## config.mk

```make
export PLATFORM = sky130hd
export DESIGN_NAME = gdo_cfg
export DESIGN_NICKNAME = d
export VERILOG_FILES = /design/src/logic/gdo_cfg.v
export VERILOG_INCLUDE_DIRS = /design/src /design/src/logic
export SDC_FILE = /design/constraint.sdc
export NUM_CORES = 1
export LEC_CHECK = 0
export BUFFER_PORTS_ARGS = -buffer_cell sky130_fd_sc_hd__buf_2
export CORE_MARGIN = 8
export CORE_UTILIZATION = 54
export CTS_BUF_LIST = sky130_fd_sc_hd__clkbuf_8
export DETAILED_ROUTE_END_ITERATION = 16
export GPL_ROUTABILITY_DRIVEN = 0
export PLACE_DENSITY = 0.78
export SLEW_MARGIN = 25
export SYNTH_ARGS = -nofsm -noshare
export SYNTH_HDL_FRONTEND = slang
export SYNTH_SLANG_ARGS = --single-unit
export TNS_END_PERCENT = 5
```

## constraint.sdc

```tcl
create_clock -name clk_i -period 4.5 [get_ports clk_i]
set_input_delay 0.45 -clock clk_i [delete_from_list [all_inputs] [get_ports clk_i]]
set_output_delay 0.45 -clock clk_i [all_outputs]
set_load 0.005 [all_outputs]
```

## src/logic/gdo_cfg_regs.vh

```
// Offsets, field positions, reset values and timing counts of the gate drive configuration slice.
`ifndef GDO_CFG_REGS_VH
`define GDO_CFG_REGS_VH

// Register offsets.
`define GDO_ADDR_LOCK      8'h06
`define GDO_ADDR_DRIVE     8'h08
`define GDO_ADDR_PROT      8'h09
`define GDO_ADDR_SELA      8'h0A
`define GDO_ADDR_SELB      8'h0B

// Reset values.
`define GDO_RST_DRIVE      8'hFF
`define GDO_RST_PROT       8'h00
`define GDO_RST_SELA       8'h14
`define GDO_RST_SELB       8'h25

// Write protection field and its codes.
`define GDO_LOCK_MSB       6
`define GDO_LOCK_LSB       4
`define GDO_LOCK_SET       3'h6
`define GDO_LOCK_CLEAR     3'h3

// Field positions.
`define GDO_HI_MSB         7
`define GDO_HI_LSB         4
`define GDO_LO_MSB         3
`define GDO_LO_LSB         0
`define GDO_SENSE_RETRY    3
`define GDO_DRAIN_RETRY    2
`define GDO_DEG_MSB        1
`define GDO_DEG_LSB        0
`define GDO_ROUTE_HI_MSB   6
`define GDO_ROUTE_HI_LSB   4
`define GDO_ROUTE_LO_MSB   2
`define GDO_ROUTE_LO_LSB   0
`define GDO_HYST_BIT       7
`define GDO_FLAG_BIT       3

// Route codes.
`define GDO_ROUTE_LOW      3'h0
`define GDO_ROUTE_OFF      3'h7

// Fault response modes.
`define GDO_MODE_LATCH     2'h0
`define GDO_MODE_RETRY     2'h1
`define GDO_MODE_REPORT    2'h2

// Timing in ns and cycle counts, least times rounded up.
`define GDO_CLK_NS         8
`define GDO_DEG0_NS        1570
`define GDO_DEG1_NS        2380
`define GDO_DEG2_NS        3490
`define GDO_DEG3_NS        5730
`define GDO_RETRY_LONG_NS  4000000
`define GDO_RETRY_SHORT_NS 70000
`define GDO_CYC(ns)        (((ns) + `GDO_CLK_NS - 1) / `GDO_CLK_NS)

// Deglitch lengths in cycles, rounded up and sized for the 10-bit counter.
`define GDO_DEG0_CYC       10'h0C5
`define GDO_DEG1_CYC       10'h12A
`define GDO_DEG2_CYC       10'h1B5
`define GDO_DEG3_CYC       10'h2CD

`endif

```

## src/logic/gdo_cfg.v

```verilog
// Gate drive configuration registers with routing and overcurrent handling.
//
// Overview of operation
// [RQ1] High-side source current comes from drive bits 7:4, 50mA to 640mA.
// [RQ2] Sink current on both sides is twice the programmed source current.
// [RQ3] Low-side source current comes from drive bits 3:0, same sixteen steps.
// [RQ4] Drain-source trip level from protection bits 7:4, 40mV up to 2000mV.
// [RQ5] Sense fault retry waits 4000us with bit 3 clear, 70us when set.
// [RQ6] Drain fault retry waits 4000us with bit 2 clear, 70us when set.
// [RQ7] Bits 1:0 pick one deglitch for both faults: 1.57/2.38/3.49/5.73us.
// [RQ8] Phase A high side: 000b low, 001b-110b inputs one-six, 111b Hi-Z.
// [RQ9] Phase A low side uses bits 2:0 with the same route encoding.
// [RQ10] Phase B high side uses bits 6:4 with the same route encoding.
// [RQ11] Phase B low side uses bits 2:0 with the same route encoding.
// [RQ12] Route 111b turns off source and sink of that driver.
// [RQ13] After a fault, gates float low when pulldown bit is 0, driven low if 1.
// [RQ14] Comparator one hysteresis 44mV when phase A bit 7 clear, none when set.
// [RQ15] Comparator two hysteresis 44mV when phase B bit 7 clear, none when set.
// [RQ16] Supply undervoltage level 5.3V with phase A bit 3 clear, 7.5V when set.
// [RQ17] Drive register resets to 0xFF, both strengths at maximum.
// [RQ18] Protection register resets to 0x00.
// [RQ19] Phase A routing register resets to 0x14.
// [RQ20] Phase B routing register resets to 0x25.
// [RQ21] Response mode 01b retries automatically instead of latching.
// [RQ22] Writing 110b to the lock field blocks all other register writes.
// [RQ23] Writing 011b to the lock field allows register writes again.
// [RQ24] Registers read back last written value or reset value, no side effects; the lock field at 06h reads back as zero.
`timescale 1ns/1ps
`include "gdo_cfg_regs.vh"

module gdo_cfg #(
  parameter RETRY_LONG_CYC  = `GDO_CYC(`GDO_RETRY_LONG_NS),
  parameter RETRY_SHORT_CYC = `GDO_CYC(`GDO_RETRY_SHORT_NS)
) (
  // Clock and reset.
  input  wire        clk_i,
  input  wire        rst_i,
  // Register port from the serial front end.
  input  wire [7:0]  reg_addr_i,
  input  wire [7:0]  reg_wdata_i,
  input  wire        reg_wr_i,
  input  wire        reg_rd_i,
  output reg  [7:0]  reg_rdata_o,
  output wire        write_locked_o,
  // Control inputs one to six, from pins.
  input  wire [5:0]  control_input_i,
  // Fault comparators from pins and response modes.
  input  wire        sense_overcurrent_i,
  input  wire        drain_source_overcurrent_i,
  input  wire [1:0]  sense_fault_response_i,
  input  wire [1:0]  drain_fault_response_i,
  input  wire        clear_fault_i,
  // Fault status.
  output wire [1:0]  fault_flag_o,
  output wire        fault_shutdown_o,
  // Gate outputs: A high, A low, B high, B low.
  output wire [3:0]  gate_o,
  output wire [3:0]  gate_oe_o,
  // Analog settings decoded from the registers.
  output reg  [9:0]  high_side_source_ma_o,
  output reg  [10:0] high_side_sink_ma_o,
  output reg  [9:0]  low_side_source_ma_o,
  output reg  [10:0] low_side_sink_ma_o,
  output reg  [11:0] drain_source_trip_mv_o,
  output wire        comparator_one_hysteresis_o,
  output wire        comparator_two_hysteresis_o,
  output wire        supply_undervoltage_level_o,
  output wire        post_fault_pulldown_select_o
);

  // Configuration registers.
  reg [7:0]  gate_drive_strength_r;
  reg [7:0]  overcurrent_protection_control_r;
  reg [7:0]  phase_a_input_select_r;
  reg [7:0]  phase_b_input_select_r;
  reg        locked_r;

  // Input synchronisers.
  reg [7:0]  sync1_r;
  reg [7:0]  sync2_r;

  wire       wr_ok;
  wire [3:0] high_side_source_strength;
  wire [3:0] low_side_source_strength;
  wire [3:0] drain_source_trip_level;
  wire [1:0] fault_deglitch_select;
  wire [2:0] phase_a_high_route;
  wire [2:0] phase_a_low_route;
  wire [2:0] phase_b_high_route;
  wire [2:0] phase_b_low_route;
  wire [11:0] route_all;
  wire [1:0] retry_short;
  wire [3:0] fault_mode;
  wire [1:0] fault_raw;
  wire [1:0] shut;
  reg  [9:0] deg_target;

  // Current code to milliamps.
  function [9:0] src_ma;
    input [3:0] code;
    begin
      case (code)
        4'h0: src_ma = 10'd50;
        4'h1: src_ma = 10'd60;
        4'h2: src_ma = 10'd70;
        4'h3: src_ma = 10'd80;
        4'h4: src_ma = 10'd100;
        4'h5: src_ma = 10'd120;
        4'h6: src_ma = 10'd140;
        4'h7: src_ma = 10'd160;
        4'h8: src_ma = 10'd200;
        4'h9: src_ma = 10'd240;
        4'hA: src_ma = 10'd280;
        4'hB: src_ma = 10'd320;
        4'hC: src_ma = 10'd400;
        4'hD: src_ma = 10'd480;
        4'hE: src_ma = 10'd560;
        default: src_ma = 10'd640;
      endcase
    end
  endfunction

  // Threshold code to millivolts.
  function [11:0] trip_mv;
    input [3:0] code;
    begin
      case (code)
        4'h0: trip_mv = 12'd40;
        4'h1: trip_mv = 12'd60;
        4'h2: trip_mv = 12'd80;
        4'h3: trip_mv = 12'd120;
        4'h4: trip_mv = 12'd160;
        4'h5: trip_mv = 12'd200;
        4'h6: trip_mv = 12'd240;
        4'h7: trip_mv = 12'd320;
        4'h8: trip_mv = 12'd400;
        4'h9: trip_mv = 12'd480;
        4'hA: trip_mv = 12'd600;
        4'hB: trip_mv = 12'd720;
        4'hC: trip_mv = 12'd960;
        4'hD: trip_mv = 12'd1200;
        4'hE: trip_mv = 12'd1600;
        default: trip_mv = 12'd2000;
      endcase
    end
  endfunction

  // Field views of the registers.
  assign high_side_source_strength = gate_drive_strength_r[`GDO_HI_MSB:`GDO_HI_LSB];
  assign low_side_source_strength  = gate_drive_strength_r[`GDO_LO_MSB:`GDO_LO_LSB];
  assign drain_source_trip_level   = overcurrent_protection_control_r[`GDO_HI_MSB:`GDO_HI_LSB];
  assign fault_deglitch_select     = overcurrent_protection_control_r[`GDO_DEG_MSB:`GDO_DEG_LSB];
  assign phase_a_high_route = phase_a_input_select_r[`GDO_ROUTE_HI_MSB:`GDO_ROUTE_HI_LSB]; // RQ8
  assign phase_a_low_route  = phase_a_input_select_r[`GDO_ROUTE_LO_MSB:`GDO_ROUTE_LO_LSB]; // RQ9
  assign phase_b_high_route = phase_b_input_select_r[`GDO_ROUTE_HI_MSB:`GDO_ROUTE_HI_LSB]; // RQ10
  assign phase_b_low_route  = phase_b_input_select_r[`GDO_ROUTE_LO_MSB:`GDO_ROUTE_LO_LSB]; // RQ11
  assign route_all = {phase_b_low_route, phase_b_high_route, phase_a_low_route, phase_a_high_route};

  // Static settings straight from register bits.
  assign comparator_one_hysteresis_o  = phase_a_input_select_r[`GDO_HYST_BIT]; // RQ14
  assign comparator_two_hysteresis_o  = phase_b_input_select_r[`GDO_HYST_BIT]; // RQ15
  assign supply_undervoltage_level_o  = phase_a_input_select_r[`GDO_FLAG_BIT]; // RQ16
  assign post_fault_pulldown_select_o = phase_b_input_select_r[`GDO_FLAG_BIT];
  assign write_locked_o = locked_r;

  // Writes other than the lock field are dropped while locked.
  assign wr_ok = reg_wr_i & ~locked_r; // RQ22
  // Register writes and the write lock.
  always @(posedge clk_i or posedge rst_i)
  begin
    if (rst_i)
    begin
      gate_drive_strength_r            <= `GDO_RST_DRIVE; // RQ17
      overcurrent_protection_control_r <= `GDO_RST_PROT; // RQ18
      phase_a_input_select_r           <= `GDO_RST_SELA; // RQ19
      phase_b_input_select_r           <= `GDO_RST_SELB; // RQ20
      locked_r                         <= 1'b0;
    end
    else
    begin
      if (reg_wr_i && reg_addr_i == `GDO_ADDR_LOCK)
        if (reg_wdata_i[`GDO_LOCK_MSB:`GDO_LOCK_LSB] == `GDO_LOCK_SET)
          locked_r <= 1'b1; // RQ22
        else if (reg_wdata_i[`GDO_LOCK_MSB:`GDO_LOCK_LSB] == `GDO_LOCK_CLEAR)
          locked_r <= 1'b0; // RQ23
      if (wr_ok && reg_addr_i == `GDO_ADDR_DRIVE)
        gate_drive_strength_r <= reg_wdata_i;
      if (wr_ok && reg_addr_i == `GDO_ADDR_PROT)
        overcurrent_protection_control_r <= reg_wdata_i;
      if (wr_ok && reg_addr_i == `GDO_ADDR_SELA)
        phase_a_input_select_r <= reg_wdata_i;
      if (wr_ok && reg_addr_i == `GDO_ADDR_SELB)
        phase_b_input_select_r <= reg_wdata_i;
    end
  end

  // Read data, one cycle after the read strobe; unmapped reads give zero.
  always @(posedge clk_i or posedge rst_i)
  begin
    if (rst_i)
      reg_rdata_o <= 8'h00;
    else if (reg_rd_i)
      case (reg_addr_i) // RQ24
        `GDO_ADDR_DRIVE: reg_rdata_o <= gate_drive_strength_r;
        `GDO_ADDR_PROT:  reg_rdata_o <= overcurrent_protection_control_r;
        `GDO_ADDR_SELA:  reg_rdata_o <= phase_a_input_select_r;
        `GDO_ADDR_SELB:  reg_rdata_o <= phase_b_input_select_r;
        default:         reg_rdata_o <= 8'h00;
      endcase
  end

  // Drive currents and trip level, registered.
  always @(posedge clk_i or posedge rst_i)
  begin
    if (rst_i)
    begin
      high_side_source_ma_o  <= 10'd0;
      high_side_sink_ma_o    <= 11'd0;
      low_side_source_ma_o   <= 10'd0;
      low_side_sink_ma_o     <= 11'd0;
      drain_source_trip_mv_o <= 12'd0;
    end
    else
    begin
      high_side_source_ma_o  <= src_ma(high_side_source_strength); // RQ1
      high_side_sink_ma_o    <= {src_ma(high_side_source_strength), 1'b0}; // RQ2
      low_side_source_ma_o   <= src_ma(low_side_source_strength); // RQ3
      low_side_sink_ma_o     <= {src_ma(low_side_source_strength), 1'b0}; // RQ2
      drain_source_trip_mv_o <= trip_mv(drain_source_trip_level); // RQ4
    end
  end

  // Two-stage synchronisers for pin inputs.
  always @(posedge clk_i or posedge rst_i)
  begin
    if (rst_i)
    begin
      sync1_r <= 8'h00;
      sync2_r <= 8'h00;
    end
    else
    begin
      sync1_r <= {drain_source_overcurrent_i, sense_overcurrent_i, control_input_i};
      sync2_r <= sync1_r;
    end
  end

  // Shared deglitch length in cycles.
  always @*
  begin
    case (fault_deglitch_select) // RQ7
      2'h0: deg_target = `GDO_DEG0_CYC;
      2'h1: deg_target = `GDO_DEG1_CYC;
      2'h2: deg_target = `GDO_DEG2_CYC;
      default: deg_target = `GDO_DEG3_CYC;
    endcase
  end

  // Fault index 0 is current sense, index 1 is drain-source.
  assign fault_raw   = sync2_r[7:6];
  assign fault_mode  = {drain_fault_response_i, sense_fault_response_i};
  assign retry_short = {overcurrent_protection_control_r[`GDO_DRAIN_RETRY],
                        overcurrent_protection_control_r[`GDO_SENSE_RETRY]};

  // Per-fault deglitch, latch, retry and report.
  genvar f;
  generate
    for (f = 0; f < 2; f = f + 1)
    begin : g_fault
      reg  [9:0]  deg_r;
      reg  [19:0] retry_r;
      reg         shut_r;
      reg         flag_r;
      wire [1:0]  mode = fault_mode[2*f+1:2*f];
      wire        hit  = fault_raw[f] && (deg_r == deg_target);

      // Deglitch counts cycles of a steady high comparator.
      always @(posedge clk_i or posedge rst_i)
      begin
        if (rst_i)
          deg_r <= 10'd0;
        else if (!fault_raw[f])
          deg_r <= 10'd0;
        else if (deg_r < deg_target)
          deg_r <= deg_r + 10'd1; // RQ7
      end

      // Shutdown state; a new hit wins over a clear in the same cycle.
      always @(posedge clk_i or posedge rst_i)
      begin
        if (rst_i)
        begin
          shut_r  <= 1'b0;
          flag_r  <= 1'b0;
          retry_r <= 20'd0;
        end
        else
        begin
          if (hit && mode != 2'h3)
            flag_r <= 1'b1;
          else if (clear_fault_i)
            flag_r <= 1'b0;
          if (hit && (mode == `GDO_MODE_LATCH || mode == `GDO_MODE_RETRY))
          begin
            shut_r  <= 1'b1;
            retry_r <= retry_short[f] ? RETRY_SHORT_CYC[19:0] : RETRY_LONG_CYC[19:0]; // RQ5 RQ6
          end
          else if (shut_r && mode == `GDO_MODE_RETRY)
          begin
            if (retry_r <= 20'd1)
            begin
              shut_r  <= 1'b0; // RQ21
              flag_r  <= 1'b0;
            end
            retry_r <= retry_r - 20'd1;
          end
          else if (clear_fault_i || mode == `GDO_MODE_REPORT || mode == 2'h3)
            shut_r <= 1'b0;
        end
      end
      assign shut[f]         = shut_r;
      assign fault_flag_o[f] = flag_r;
    end
  endgenerate
  assign fault_shutdown_o = |shut;

  // Per-driver routing of the synchronised control inputs.
  genvar d;
  generate
    for (d = 0; d < 4; d = d + 1)
    begin : g_drv
      wire [2:0] sel = route_all[3*d+2:3*d];
      reg        level_r;
      reg        drive_r;
      always @(posedge clk_i or posedge rst_i)
      begin
        if (rst_i)
        begin
          level_r <= 1'b0;
          drive_r <= 1'b0;
        end
        else if (fault_shutdown_o)
        begin
          level_r <= 1'b0;
          drive_r <= post_fault_pulldown_select_o; // RQ13
        end
        else if (sel == `GDO_ROUTE_OFF)
        begin
          level_r <= 1'b0;
          drive_r <= 1'b0; // RQ12
        end
        else if (sel == `GDO_ROUTE_LOW)
        begin
          level_r <= 1'b0;
          drive_r <= 1'b1;
        end
        else
        begin
          level_r <= sync2_r[sel - 3'd1]; // RQ8 RQ9 RQ10 RQ11
          drive_r <= 1'b1;
        end
      end
      // Each driver owns its level and enable flops, so every output bit has one driver.
      assign gate_o[d]    = level_r;
      assign gate_oe_o[d] = drive_r;
    end
  endgenerate

endmodule // gdo_cfg

```

==> summary by stage <==
Setup path
The endpoint arrival time on the critical path is 3.52 ns. The largest fanout on the critical path is 17. STA classifies the critical path startpoint as a register. The start-to-end type of the worst setup path is register to register. STA puts the critical path data required time at 4.85 ns. The type of destination of the critical path is a register.

Drt
The routed length per instance is between 15 and 20 µm. The remaining number of nets flagged by the antenna check after routing is 0. Wires add up to 18.10 mm. The iteration-0 DRC count of the detailed router is 444.

In the routed design, unresolved DRC markers number 0. The pre-antenna-repair detailed-routing pass consisted of 6 iterations. The detailed-route via count is 6150. Dividing the detail-routed via count by the number of cells gives 5.796.

Logic synthesis
Yosys printed 0 warnings. The synthesized instance count is slightly below 800. The main flop type after synthesis is dfrtp_1. The number of synthesized flops with an enable pin is 0. A synthesized cell averages around 11 µm². The distinct cell type count after synthesis is 67. The mapped netlist covers 8407 µm². In the synthesized netlist the async set-or-reset flop fraction comes to 1.000. Synthesis inferred 156 register bits. The register area share after synthesis is 0.4663.

Global route
The global-route congestion overflow total is 0. The first global-routing pass estimated 29.72 mm of wire. In the global route stage, met3 resource usage came out at 0.04524. The number of global-route vias before repair is 5946.

The met2 capacity usage during global routing is 0.3083. The initial antenna violation count came to 0. Across every metal layer, demand over resource in global routing totals 0.1855.

The met1 track demand over resource in global routing is 0.2292. The busiest layer in global routing is met2. Entering global routing, the biggest net connects 157 pins.

Placed design
The half-perimeter wire length of the detailed placement result is 13.12 mm. The count of buffers added on input and output ports is between 100 and 150. The worst-case setup slack after placement is 1.335 ns.

Clock network
The clock passes through at most 2 buffers. The count of hold-fix buffers inserted at cts is 0. The clock-pin slew on the worst setup and hold paths is roughly 0.080 ns. TritonCTS created 17 clock buffers. CTS placed an instance of clkbuf_8 at the clock tree root. The clock tree from TritonCTS is yes. The count of H-tree levels built during CTS is 4.

The number of buffers inserted to repair setup after CTS is 0. At the later pin of the worst-skew pair, clock insertion delay measures 0.46 ns. The count of instances resized after the clock tree is built is 0. The number of sinks driven by the clock tree is 156.

STA
The count of final hold-check violations was 0. The final-layout worst hold slack is 0.09582 ns. The final critical-path setup slack is approximately 1.3 ns. Timing would allow up to 315.7 MHz. Setup repair after global routing left no endpoint under its margin.

The number of endpoints failing setup at the final stage is 0. The final period demand of the worst path is about 3.2 ns. The share of the clock period used by the worst path is 0.7038. The worst-case headroom to the max-slew limit is 0.3394. The measured slew at the worst slew-check pin is about 0.99 ns.

The total negative slack is 0 ns. The worst clock skew is around 0.012 ns. The final count of pins violating max slew is 0.

Power and ir drop
VDD sags by at most between 150 and 200 µV. The power density over the cells is 307.9 nW/µm². Summing internal, switching and leakage power gives 2856 µW.

For this design the static power due to leakage is 0.004305 µW.

Floorplan
In this run the count of I/O pins placed on the die edge is 111. The vertical die dimension is 140.8 µm. Measured along the x axis, the die boundary spans 140.8 µm. The core area is 15200 µm².

The floorplan has 45 rows. The die covers approximately 20000 µm². The initial utilization of the core area, before any placement, comes to 0.5530.

Final layout
The final standard cell utilization of the core is 0.6103. The library cells used most frequently in the layout, excluding fill and tap cells, are dfrtp_1, buf_2, inv_1. The library cell used most frequently in the layout, excluding fill and tap cells, is dfrtp_1.

The number of nets in the layout is 945. The layout-stage area growth over the synthesis result is 10.36%. In the final layout, the share of cells above drive strength 1 is 0.2339.

Run status
The run finished with clean final reports.

Min path
The worst hold path belongs to the class primary input to register.

Flow run
Max-cap violations in this run came to 0.
final timing paths:
kind	start	end	slack [ns]	cells past startpoint
worst max-delay path	overcurrent_protection_control_r[0]	g_fault[1].retry_r[16]	1.33	9
worst min-delay path	sense_overcurrent_i	sync1_r[6]	0.1	1
worst max register to register	overcurrent_protection_control_r[0]	g_fault[1].retry_r[16]	1.33	9
worst min register to register	sync1_r[3]	sync2_r[3]	0.35	0
max in group asynchronous	rst_i	g_fault[0].deg_r[8]	3.68	3
min in group asynchronous	rst_i	drain_source_trip_mv_o[7]	0.18	3
power by group:
group,switching (µW),internal (µW)
Combinational,129,94.6
Sequential,46.4,1450
Clock,513,627
Total,689,2170
flip-flops by register name, indices dropped and copies added (netlist names):
name                              flops
g_fault.retry_r                      40
g_fault.deg_r                        20
drain_source_trip_mv_o                9
high_side_sink_ma_o                   9
low_side_source_ma_o                  9
gate_drive_strength_r                 8
overcurrent_protection_control_r      8
phase_a_input_select_r                8
phase_b_input_select_r                8
reg_rdata_o                           8
sync1_r                               8
sync2_r                               8
g_drv.drive_r                         4
g_drv.level_r                         4
g_fault.flag_r                        2
g_fault.shut_r                        2
write_locked_o                        1
layer usage:
metal	vias to the layer above	wire length, µm
li1	2904	-
met1	3028	7703
met2	188	8868
met3	30	1155
met4	0	370
met5	-	0
cell type report:
cell class | instances | area [µm²]
Clock buffer | 19 | 261.5
Fill cell | 1204 | 5924
Antenna cell | 1 | 2.502
Timing Repair Buffer | 104 | 540.5
Sequential cell | 156 | 3920
Clock inverter | 13 | 171.4
Inverter | 60 | 229.0
Multi-Input combinational cell | 520 | 3918
Tap cell | 188 | 235.2
synthesized netlist by cell type, types with 8 or more instances:
cell type,n,share of area
buf_4,37,0.033
nor4_1,10,0.0074
inv_1,60,0.027
a21oi_1,33,0.020
nand3_1,17,0.010
and2_1,10,0.0074
xnor2_1,23,0.024
dfstp_2,13,0.041
o21ai_0,25,0.015
o22ai_1,8,0.0060
nand2_1,47,0.021
or3_1,11,0.0082
nor2_1,51,0.023
nor3_1,19,0.011
dfrtp_1,143,0.43
mux2_2,30,0.040
mux2i_1,25,0.030
nand2b_1,9,0.0067
mux4_2,9,0.024
ha_1,53,0.079
or4_1,8,0.0071
clkbuf_1,21,0.0094
critical path, stage by stage (launching register included):
cell and delay, ns:
dfrtp_1 0.42, inv_1 0.06, ha_1 0.38, inv_1 0.09, ha_1 0.30, nand4_1 0.15, or3_1 0.63, nor3_1 0.80
a41oi_1 0.09, o21a_1 0.15
metrics by stage:
step           instance area [µm²]  std cells
6_report                      9278       1061
5_1_grt                       9275       1060
4_1_cts                       9275       1060
3_5_place_dp                  8842       1028
3_3_place_gp                  8842       1028
2_1_floorplan                 8441        798
logic make-up (layout without fill, tap and decap cells):
group,Yosys count,count (layout),synth area share
adders and majority gates,53,53,0.07888
other,1,10,0.0004461
muxes,71,71,0.1034
and+or+nand+nor,228,228,0.1472
AOI/OAI and AO/OA,133,133,0.1054
xor gates and xnor gates,26,26,0.02709
DFF,156,156,0.4663
buffers and inverters,122,196,0.07129
No activity file was read; power rests on OpenSTA's default activity.
